==> src/core/adcsq_pkg.sv <==
// package for the converter sequencer: register map, fields, timing constants
// Behaviour
// - each 12-bit conversion takes exactly thirteen bit periods
// - clock select picks 2..64 oscillator periods; codes ending 11 pick RC clock
// - RC clock gives a 2.5 us bit period at 10 MHz, as a fixed 25-clock count off the oscillator
// - a pin driven as output converts its digital output level
// - port reads return zero on pins configured as analog inputs
// - conversion ignores channel select and pin direction bits
// - zero acquisition time delays start by one instruction cycle
// - acquisition code 010 samples four bit periods then converts
// - clearing go aborts; result pair keeps its previous value
// - after completion or abort wait two bit periods then sample
// - discharge the holding capacitor before each sample that follows a completed or aborted conversion
// - compare trigger in mode 1011 with converter enabled sets go
// - each special event trigger resets the period counter
// - trigger ignored when converter disabled, counter still reset
// - on completion load result, clear go, set done flag, resume sampling
// - acquisition codes give 0,2,4,6,8,12,16,20 bit periods
// - format bit 7 set is right justified, clear is left
package adcsq_pkg;
   localparam logic [3:0] ADCSQ_OFS_RES_HI = 4'h0;
   localparam logic [3:0] ADCSQ_OFS_RES_LO = 4'h4;
   localparam logic [3:0] ADCSQ_OFS_CTRL0 = 4'h8;
   localparam logic [3:0] ADCSQ_OFS_CTRL1 = 4'hc;
   localparam logic [5:0] ADCSQ_OFS_CTRL2 = 6'h10;
   localparam logic [5:0] ADCSQ_OFS_STAT = 6'h14;
   localparam logic [5:0] ADCSQ_OFS_PORT = 6'h18;
   localparam int ADCSQ_BIT_ON = 0;
   localparam int ADCSQ_BIT_GO = 1;
   localparam int ADCSQ_BIT_FMT = 7;
   localparam logic [7:0] ADCSQ_RST_REG = 8'h00;
   localparam logic [3:0] ADCSQ_TRIG_MODE = 4'hb;
   localparam int ADCSQ_CONV_TAD = 13;
   localparam int ADCSQ_WAIT_TAD = 2;
   localparam int ADCSQ_CLK_MHZ = 10;
   localparam int ADCSQ_RC_TAD_NS = 2500;
   localparam int ADCSQ_RC_DIV = (ADCSQ_RC_TAD_NS * ADCSQ_CLK_MHZ) / 1000;
   localparam int ADCSQ_TCY_CLKS = 4;
   typedef enum logic [2:0] {
      ADCSQ_IDLE = 3'b000,
      ADCSQ_DELAY = 3'b001,
      ADCSQ_ACQ = 3'b011,
      ADCSQ_CONV = 3'b010,
      ADCSQ_WAIT = 3'b110
   } adcsq_state_t;
   typedef struct packed {
      logic [3:0] chan;
      logic [11:0] data;
   } adcsq_sample_t;
endpackage

==> src/core/adcsq_top.sv <==
// converter sequencer: wishbone registers, bit period timing, conversion sequence
//
// Our own choices: the Wishbone slave port and the address map.
`timescale 1ns/1ns
module adcsq_top
   import adcsq_pkg::*;
#(
   parameter int PORT_W = 12
)
(
   input wire logic mclk,
   input wire logic rst_b,
   input wire logic [5:0] wb_adr_i,
   input wire logic [31:0] wb_dat_i,
   input wire logic [3:0] wb_sel_i,
   input wire logic wb_we_i,
   input wire logic wb_cyc_i,
   input wire logic wb_stb_i,
   output logic [31:0] wb_dat_o,
   output logic wb_ack_o,
   input wire logic [3:0] compare_mode_select,
   input wire logic special_trigger,
   input wire logic [11:0] analog_sample,
   input wire logic [PORT_W-1:0] port_pins,
   output logic counter_reset_ff,
   output logic holding_discharge_ff,
   output logic sampling_ff,
   output logic conversion_done_flag_ff,
   output logic [3:0] channel_sel_ff
);
   logic ack_ff;
   logic [7:0] res_hi_ff, res_lo_ff, ctrl0_ff, ctrl1_ff, ctrl2_ff;
   logic [PORT_W-1:0] pin_s1_ff, pin_s2_ff, pin_s3_ff, port_ff;
   logic [6:0] div_ff;
   logic tad_tick;
   logic [6:0] tad_len;
   logic [4:0] cnt_ff;
   logic [4:0] acq_len;
   adcsq_state_t state_ff;
   logic [31:0] rd_data;
   logic bus_wr, bus_go_set, trig_go;
   logic [11:0] conv_val;
   logic converter_enable;
   assign converter_enable = ctrl0_ff[ADCSQ_BIT_ON];
   assign bus_wr = wb_cyc_i & wb_stb_i & wb_we_i & ~ack_ff & wb_sel_i[0];
   assign bus_go_set = bus_wr && wb_adr_i == {2'b00, ADCSQ_OFS_CTRL0} && wb_dat_i[ADCSQ_BIT_GO];
   // trigger only counts with the converter on
   assign trig_go = special_trigger && compare_mode_select == ADCSQ_TRIG_MODE && converter_enable;

   // bit period length from clock select; rc source is a fixed count off mclk
   always_comb
   begin
      case (ctrl2_ff[2:0])
         3'b000: tad_len = 7'd2;
         3'b100: tad_len = 7'd4;
         3'b001: tad_len = 7'd8;
         3'b101: tad_len = 7'd16;
         3'b010: tad_len = 7'd32;
         3'b110: tad_len = 7'd64;
         default: tad_len = 7'(ADCSQ_RC_DIV);
      endcase
   end

   // acquisition length in bit periods
   always_comb
   begin
      case (ctrl2_ff[5:3])
         3'b000: acq_len = 5'd0;
         3'b001: acq_len = 5'd2;
         3'b010: acq_len = 5'd4;
         3'b011: acq_len = 5'd6;
         3'b100: acq_len = 5'd8;
         3'b101: acq_len = 5'd12;
         3'b110: acq_len = 5'd16;
         default: acq_len = 5'd20;
      endcase
   end

   // bit period divider, held in idle and start delay and cleared on abort, so no period starts part done
   always_ff @(posedge mclk or negedge rst_b)
   begin
      if (!rst_b)
         div_ff <= 7'h00;
      else if (state_ff == ADCSQ_IDLE || state_ff == ADCSQ_DELAY || tad_tick)
         div_ff <= 7'h00;
      else if (state_ff == ADCSQ_CONV && !ctrl0_ff[ADCSQ_BIT_GO])
         div_ff <= 7'h00;
      else
         div_ff <= div_ff + 7'h01;
   end
   assign tad_tick = (div_ff == tad_len - 7'h01);

   // result alignment; analog value taken regardless of pin direction or channel bits
   assign conv_val = analog_sample;

   // sequencer state machine
   always_ff @(posedge mclk or negedge rst_b)
   begin
      if (!rst_b)
      begin
         state_ff <= ADCSQ_IDLE;
         cnt_ff <= 5'h00;
      end
      else if (!converter_enable)
      begin
         state_ff <= ADCSQ_IDLE;
         cnt_ff <= 5'h00;
      end
      else
      begin
         case (state_ff)
            ADCSQ_IDLE:
               if (ctrl0_ff[ADCSQ_BIT_GO])
               begin
                  state_ff <= (acq_len == 5'd0) ? ADCSQ_DELAY : ADCSQ_ACQ;
                  cnt_ff <= (acq_len == 5'd0) ? 5'(ADCSQ_TCY_CLKS - 1) : acq_len - 5'd1;
               end
            ADCSQ_DELAY:
               if (!ctrl0_ff[ADCSQ_BIT_GO])
                  state_ff <= ADCSQ_IDLE;
               else if (cnt_ff == 5'h00)
               begin
                  state_ff <= ADCSQ_CONV;
                  cnt_ff <= 5'(ADCSQ_CONV_TAD - 1);
               end
               else
                  cnt_ff <= cnt_ff - 5'h01; // counts mclk cycles for one instruction
            ADCSQ_ACQ:
               if (!ctrl0_ff[ADCSQ_BIT_GO])
                  state_ff <= ADCSQ_IDLE;
               else if (tad_tick)
               begin
                  if (cnt_ff == 5'h00)
                  begin
                     state_ff <= ADCSQ_CONV;
                     cnt_ff <= 5'(ADCSQ_CONV_TAD - 1);
                  end
                  else
                     cnt_ff <= cnt_ff - 5'h01;
               end
            ADCSQ_CONV:
               if (!ctrl0_ff[ADCSQ_BIT_GO])
               begin
                  state_ff <= ADCSQ_WAIT;
                  cnt_ff <= 5'(ADCSQ_WAIT_TAD - 1);
               end
               else if (tad_tick)
               begin
                  if (cnt_ff == 5'h00)
                  begin
                     state_ff <= ADCSQ_WAIT;
                     cnt_ff <= 5'(ADCSQ_WAIT_TAD - 1);
                  end
                  else
                     cnt_ff <= cnt_ff - 5'h01;
               end
            ADCSQ_WAIT:
               if (tad_tick)
               begin
                  if (cnt_ff == 5'h00)
                     state_ff <= ADCSQ_IDLE;
                  else
                     cnt_ff <= cnt_ff - 5'h01;
               end
            default:
               state_ff <= ADCSQ_IDLE;
         endcase
      end
   end

   logic conv_end;
   assign conv_end = state_ff == ADCSQ_CONV && tad_tick && cnt_ff == 5'h00 && ctrl0_ff[ADCSQ_BIT_GO];

   // analog front end controls: discharge in the wait phase precedes each sample that follows a completed or aborted conversion
   always_ff @(posedge mclk or negedge rst_b)
   begin
      if (!rst_b)
      begin
         holding_discharge_ff <= 1'b0;
         sampling_ff <= 1'b0;
         channel_sel_ff <= 4'h0;
      end
      else
      begin
         holding_discharge_ff <= converter_enable && state_ff == ADCSQ_WAIT;
         sampling_ff <= converter_enable && (state_ff == ADCSQ_IDLE || state_ff == ADCSQ_ACQ);
         channel_sel_ff <= ctrl0_ff[5:2];
      end
   end

   // trigger pulse to the period counter, independent of converter enable
   always_ff @(posedge mclk or negedge rst_b)
   begin
      if (!rst_b)
         counter_reset_ff <= 1'b0;
      else
         counter_reset_ff <= special_trigger && compare_mode_select == ADCSQ_TRIG_MODE;
   end

   // control registers; hardware go-clear on completion, trigger set wins over clear
   always_ff @(posedge mclk or negedge rst_b)
   begin
      if (!rst_b)
      begin
         ctrl0_ff <= ADCSQ_RST_REG;
         ctrl1_ff <= ADCSQ_RST_REG;
         ctrl2_ff <= ADCSQ_RST_REG;
      end
      else
      begin
         if (bus_wr && wb_adr_i == {2'b00, ADCSQ_OFS_CTRL0})
            ctrl0_ff <= {2'b00, wb_dat_i[5:0]};
         else if (conv_end)
            ctrl0_ff[ADCSQ_BIT_GO] <= 1'b0;
         if (trig_go)
            ctrl0_ff[ADCSQ_BIT_GO] <= 1'b1;
         if (bus_wr && wb_adr_i == {2'b00, ADCSQ_OFS_CTRL1})
            ctrl1_ff <= {2'b00, wb_dat_i[5:0]};
         if (bus_wr && wb_adr_i == ADCSQ_OFS_CTRL2)
            ctrl2_ff <= {wb_dat_i[7], 1'b0, wb_dat_i[5:0]};
      end
   end

   // result pair and done flag; a full conversion or a bus write updates the result, an abort does not
   always_ff @(posedge mclk or negedge rst_b)
   begin
      if (!rst_b)
      begin
         res_hi_ff <= ADCSQ_RST_REG;
         res_lo_ff <= ADCSQ_RST_REG;
         conversion_done_flag_ff <= 1'b0;
      end
      else
      begin
         if (conv_end)
         begin
            if (ctrl2_ff[ADCSQ_BIT_FMT])
               {res_hi_ff, res_lo_ff} <= {4'h0, conv_val};
            else
               {res_hi_ff, res_lo_ff} <= {conv_val, 4'h0};
         end
         else
         begin
            if (bus_wr && wb_adr_i == {2'b00, ADCSQ_OFS_RES_HI})
               res_hi_ff <= wb_dat_i[7:0];
            if (bus_wr && wb_adr_i == {2'b00, ADCSQ_OFS_RES_LO})
               res_lo_ff <= wb_dat_i[7:0];
         end
         if (conv_end)
            conversion_done_flag_ff <= 1'b1;
         else if (bus_wr && wb_adr_i == ADCSQ_OFS_STAT && wb_dat_i[0])
            conversion_done_flag_ff <= 1'b0; // write one to clear; set wins
      end
   end

   // port pin synchroniser; third stage agrees with second before the change counts
   always_ff @(posedge mclk or negedge rst_b)
   begin
      if (!rst_b)
      begin
         pin_s1_ff <= '0;
         pin_s2_ff <= '0;
         pin_s3_ff <= '0;
         port_ff <= '0;
      end
      else
      begin
         pin_s1_ff <= port_pins;
         pin_s2_ff <= pin_s1_ff;
         pin_s3_ff <= pin_s2_ff;
         for (int i = 0; i < PORT_W; i++)
            if (pin_s2_ff[i] == pin_s3_ff[i])
               port_ff[i] <= pin_s3_ff[i];
      end
   end

   // analog pins: pin_config_select n makes pins below PORT_W-n analog (read as zero)
   logic [PORT_W-1:0] analog_mask;
   always_comb
   begin
      for (int i = 0; i < PORT_W; i++)
         analog_mask[i] = (i < (PORT_W - int'(ctrl1_ff[3:0])));
   end

   // read mux
   always_comb
   begin
      rd_data = 32'h0;
      case (wb_adr_i)
         {2'b00, ADCSQ_OFS_RES_HI}: rd_data[7:0] = res_hi_ff;
         {2'b00, ADCSQ_OFS_RES_LO}: rd_data[7:0] = res_lo_ff;
         {2'b00, ADCSQ_OFS_CTRL0}: rd_data[7:0] = ctrl0_ff;
         {2'b00, ADCSQ_OFS_CTRL1}: rd_data[7:0] = ctrl1_ff;
         ADCSQ_OFS_CTRL2: rd_data[7:0] = ctrl2_ff;
         ADCSQ_OFS_STAT: rd_data[3:0] = {state_ff, conversion_done_flag_ff};
         ADCSQ_OFS_PORT: rd_data[PORT_W-1:0] = port_ff & ~analog_mask;
         default: rd_data = 32'h0;
      endcase
   end

   // single-wait-state slave; unmapped reads give zero
   always_ff @(posedge mclk or negedge rst_b)
   begin
      if (!rst_b)
      begin
         ack_ff <= 1'b0;
         wb_dat_o <= 32'h0;
      end
      else
      begin
         ack_ff <= wb_cyc_i & wb_stb_i & ~ack_ff;
         wb_dat_o <= rd_data;
      end
   end
   assign wb_ack_o = ack_ff;

   property p_conv_len;
      @(posedge mclk) disable iff (!rst_b)
      $rose(state_ff == ADCSQ_CONV) && tad_len == 7'd2 |-> (state_ff == ADCSQ_CONV || !ctrl0_ff[1]) [*8];
   endproperty
   a_conv_len: assert property (p_conv_len) else $error("conversion too short");
   property p_done;
      @(posedge mclk) disable iff (!rst_b)
      conv_end && !trig_go && !bus_go_set |=> conversion_done_flag_ff && !ctrl0_ff[1] && state_ff == ADCSQ_WAIT;
   endproperty
   a_done: assert property (p_done) else $error("completion effects missing");
   property p_abort;
      @(posedge mclk) disable iff (!rst_b)
      state_ff == ADCSQ_CONV && !ctrl0_ff[1] && !bus_wr |=> $stable({res_hi_ff, res_lo_ff});
   endproperty
   a_abort: assert property (p_abort) else $error("abort changed result");
   property p_delay;
      @(posedge mclk) disable iff (!rst_b)
      state_ff == ADCSQ_IDLE && ctrl0_ff[1] && ctrl0_ff[0] && acq_len == 5'd0 |=> state_ff == ADCSQ_DELAY;
   endproperty
   a_delay: assert property (p_delay) else $error("no start delay");
   property p_trig;
      @(posedge mclk) disable iff (!rst_b)
      trig_go |=> ctrl0_ff[1];
   endproperty
   a_trig: assert property (p_trig) else $error("trigger did not set go");
   property p_ctr;
      @(posedge mclk) disable iff (!rst_b)
      special_trigger && compare_mode_select == ADCSQ_TRIG_MODE |=> counter_reset_ff;
   endproperty
   a_ctr: assert property (p_ctr) else $error("counter not reset");
   property p_dis;
      @(posedge mclk) disable iff (!rst_b)
      !converter_enable && !bus_wr |=> !ctrl0_ff[1];
   endproperty
   a_dis: assert property (p_dis) else $error("trigger acted while disabled");
   property p_wait;
      @(posedge mclk) disable iff (!rst_b)
      $rose(state_ff == ADCSQ_WAIT) |=> holding_discharge_ff;
   endproperty
   a_wait: assert property (p_wait) else $error("no discharge before sample");
endmodule

==> config.mk <==
export PLATFORM = sky130hd
export DESIGN_NAME = adcsq_top
export DESIGN_NICKNAME = d
export VERILOG_FILES = /design/src/core/adcsq_pkg.sv /design/src/core/adcsq_top.sv
export SDC_FILE = /design/constraint.sdc
export NUM_CORES = 1
export LEC_CHECK = 0
export ABC_CLOCK_PERIOD_IN_PS = 2800
export BUFFER_PORTS_ARGS = -buffer_cell sky130_fd_sc_hd__clkbuf_2
export CAP_MARGIN = 15
export CORE_ASPECT_RATIO = 0.6
export CORE_MARGIN = 5
export CORE_UTILIZATION = 29
export CTS_BUF_LIST = sky130_fd_sc_hd__clkbuf_8 sky130_fd_sc_hd__clkbuf_16
export DETAILED_ROUTE_END_ITERATION = 16
export GPL_TIMING_DRIVEN = 1
export PLACE_DENSITY_LB_ADDON = 0.05
export SLEW_MARGIN = 20
export SYNTH_ARGS = -nofsm -noshare
export SYNTH_HDL_FRONTEND = slang
export SYNTH_SLANG_ARGS = --single-unit
==> constraint.sdc <==
create_clock -name mclk -period 2.8 [get_ports mclk]
set_input_delay 0.14 -clock mclk [delete_from_list [all_inputs] [get_ports mclk]]
set_output_delay 0.14 -clock mclk [all_outputs]
set_load 0.02 [all_outputs]
==> run metrics <==
worst-margin pin slew=0.736 ns; Seq cells post-synth=around 120; WP data required=3.11 ns; Area after DPL=between 6000 and 7000 um2; Worst Setup End Kind=register; CP bufs+invs=1; relative slew slack=50.9%; CP arrival=a little under 3 ns; Worst Reg-to-Reg Cells=7; Final Util=36.5%; antenna violations before repair=0; Final nets=664; crit-path cells=inv_1, ha_1, or4b_2, o2111ai_1, nand3_1, o31ai_1, mux2_2; Max IR drop VDD=365 uV; highest-delay cell along the critical path=or4b_2; Mapped Area=around 5500 um2; GPL Wtd Cong=0.835; RSZ-0062 raised after global routing=false; Min-Delay Path Depth=3; Fillers=~1900; fin. max-slew vios=0; syn avg cell area=11.3 um2; worst r2r src=cnt_ff[0]$_DFFE_PN0P_; share of post-route cells with drive strength above 1=between 20% and 30%; DIE WIDTH=188 um; Detail Route Antenna Nets=0; fin crit share=just over 90%; crit path max fanout=6; Async SR Flop Fraction=100%; final WL=14.5 mm; # resized after CTS=0; static leakage=3.11 nW; Max Freq=~390 MHz; Reg-to-Reg End=state_ff[2]$_DFFE_PN0P_; Final min period=2.59 ns; IO Port Bufs=69; drt drc=0; Core Box Area=approximately 19000 um2; via/cell ratio=4.68; Setup CP Type=register to register; CTS clk-pin slew, worst paths=0.06 ns; post-CTS setup buffer count=0; Synth warnings=0; Cells after DPL=a little under 800; clock sink count=119; largest net degree at the start of global routing=between 50 and 60; status=finished, final reports clean; GRT overflow=0; Clock Skew=~0.011 ns; number of library cell types mapped by synthesis=between 50 and 60; dpl hpwl=10.4 mm; via total after detailed routing=3940; hold_sp=analog_sample[0]; I/O Pins=117; max cap viols=0; most used flip-flop cell after synthesis=dfrtp_1; Initial Utilization=29.3%; P&R area growth vs syn=24.8%; sequential share of the synthesized area=a little over half; Post-Synthesis Cells=488; WL/cell=17.2 um; # rows=39; hold endpoint=res_lo_ff[0]$_DFFE_PN0P_; CTS H-tree depth=4; Root Buffer=clkbuf_16; 1st-iter DRT viols=316; R2R setup slack=0.21 ns; Largest stage delay, worst path=roughly 0.7 ns; Top delay family on crit path=simple AND/OR/NAND/NOR gates; hold buffers post-CTS=23; Layout Cells excl Fill=842; final setup TNS=0 ns; Clock Path Buffers=2; DRT Pass-1 Iters=5; GRT Util Overall=a little over an eighth; CTS tree=yes; final setup fails=0; Worst Setup Start Kind=register; design area=between 6000 and 7000 um2; power per cell area=787 nW/um2; number of diodes=0; die area=about 22000 um2; vias in the first global route=3980; Hold Fails Final Rpt=0; Skew-Pair Late Insertion Delay=roughly 0.42 ns; Die Height=117 um; Crit path depth=7; CTS buffer count=17; worst hold path class=input pin to register; first-pass GRT wire length=23.0 mm; Post-synth EDFFs=0; Tot Pwr=roughly 5.4 mW
cell usage after synthesis (2+ instances only):
library cell    n  share of area (%)
dfrtp_1       119                 54
mux2i_1        46                8.3
nand2_1        33                2.2
nor2_1         26                1.8
mux2_2         22                4.5
buf_4          21                2.9
o21ai_0        20                1.8
clkbuf_1       18                1.2
nand3_1        18                1.6
inv_1          15                1.0
a22oi_1        13                1.8
maj3_1         12                2.2
a21oi_1        10               0.91
nand2b_1        9                1.0
nand4_1         7               0.79
nor3_1          7               0.63
and3_1          6               0.68
xnor2_1         6               0.95
a31oi_1         5               0.57
and2_1          5               0.57
ha_1            5                1.1
nand3b_1        5               0.68
xor2_1          5               0.79
o211ai_1        4               0.54
or3_1           4               0.45
buf_1           3               0.20
buf_6           3               0.61
nor2b_1         3               0.34
nor3b_1         3               0.41
nor4_1          3               0.34
a21boi_0        2               0.27
a21o_1          2               0.27
a222oi_1        2               0.36
o2111ai_1       2               0.32
o211a_1         2               0.36
o31ai_1         2               0.27
how the worst max path moves through the flow:
stage | from | to | slack, ns
floorplan | cnt_ff[0]$_DFFE_PN0P_ | state_ff[2]$_DFFE_PN0P_ | 0.40
global placement | cnt_ff[0]$_DFFE_PN0P_ | state_ff[2]$_DFFE_PN0P_ | 0.26
detailed placement | cnt_ff[0]$_DFFE_PN0P_ | state_ff[2]$_DFFE_PN0P_ | 0.21
CTS | cnt_ff[0]$_DFFE_PN0P_ | state_ff[2]$_DFFE_PN0P_ | 0.21
global route | cnt_ff[0]$_DFFE_PN0P_ | state_ff[2]$_DFFE_PN0P_ | 0.04
finish | cnt_ff[0]$_DFFE_PN0P_ | state_ff[2]$_DFFE_PN0P_ | 0.21
state kept, by name, summed over array words and instances, names as in the netlist:
signal                   count
pin_s1_ff                   12
pin_s2_ff                   12
pin_s3_ff                   12
port_ff                     12
wb_dat_o                    12
res_hi_ff                    8
res_lo_ff                    8
ctrl2_ff                     7
div_ff                       7
ctrl0_ff                     6
ctrl1_ff                     6
cnt_ff                       5
channel_sel_ff               4
state_ff                     3
conversion_done_flag_ff      1
counter_reset_ff             1
holding_discharge_ff         1
sampling_ff                  1
wb_ack_o                     1
layer usage:
layer | vias to the layer above | GRT usage [%] | share of wire [%] | routed length [um]
met5 | - | 0 | 0 | 0
met4 | 0 | 3.76 | 0.55 | 80
met3 | 10 | 4.06 | 4.4 | 644
met2 | 92 | 19.0 | 41 | 5920
met1 | 1955 | 20.8 | 54 | 7850
li1 | 1883 | - | - | -
metrics by stage:
step / setup slack (ns) / hold WS, ns
finish: 0.212 / 0.0380
global route: 0.0394 / 0.0261
CTS: 0.212 / 0.00888
detailed placement: 0.215 / 0.125
global placement: 0.260 / 0.120
floorplan: 0.399 / -0.156
kinds of logic after synthesis:
| logic type | after synthesis | share of synthesized area, % |
|---|---|---|
| XOR/XNOR | 11 | 1.74 |
| other | 1 | 0.0678 |
| adder cells (fa/ha/maj) | 17 | 3.30 |
| AO/OA/AOI/OAI | 74 | 9.09 |
| flip-flops | 119 | 53.8 |
| multiplexers | 69 | 13.1 |
| AND/OR/NAND/NOR | 136 | 12.7 |
| buffers and inverters | 61 | 6.15 |
power breakdown:
part	total (mW)	switching (mW)	internal (mW)
logic	1.10	0.600	0.500
registers	2.19	0.236	1.95
clock network	2.14	0.830	1.31
final cells by class:
| cell class | instances | area [um2] | area share (%) |
|---|---|---|---|
| clock inverters | 15 | 158 | 2.29 |
| well taps | 246 | 308 | 4.46 |
| multi-input cells | 327 | 2290 | 33.2 |
| inverters | 15 | 56.3 | 0.816 |
| repair buffers | 103 | 686 | 9.94 |
| flip-flops and latches | 119 | 2980 | 43.2 |
| clock buffers | 17 | 425 | 6.17 |
cell usage in the layout, fill, tap and decap left out, types with 4 or more instances in the layout:
cell type and instances:
ha_1 5, a31oi_1 5, maj3_1 12, nand2_1 33, and3_1 6, a22oi_1 13
a21oi_1 10, buf_4 10, and2_1 5, nand3_1 18, dfrtp_1 119, o211ai_1 4
xor2_1 5, nand3b_1 5, nand4_1 7, nand2b_1 9, conb_1 20, nor3_1 6
clkbuf_2 68, clkinv_4 6, mux2i_1 46, xnor2_1 6, mux2_2 22, or3_1 4
clkbuf_16 17, nor2_1 26, dlygate4sd3_1 23, inv_1 16, o21ai_0 20
worst reg2reg max path, stage by stage (launching register included):
cell and delay [ns]:
dfrtp_1 0.40, inv_1 0.09, ha_1 0.21, or4b_2 0.71
o2111ai_1 0.20, nand3_1 0.14, o31ai_1 0.36, mux2_2 0.38
Note: power is estimated with default switching activity, not from simulation.
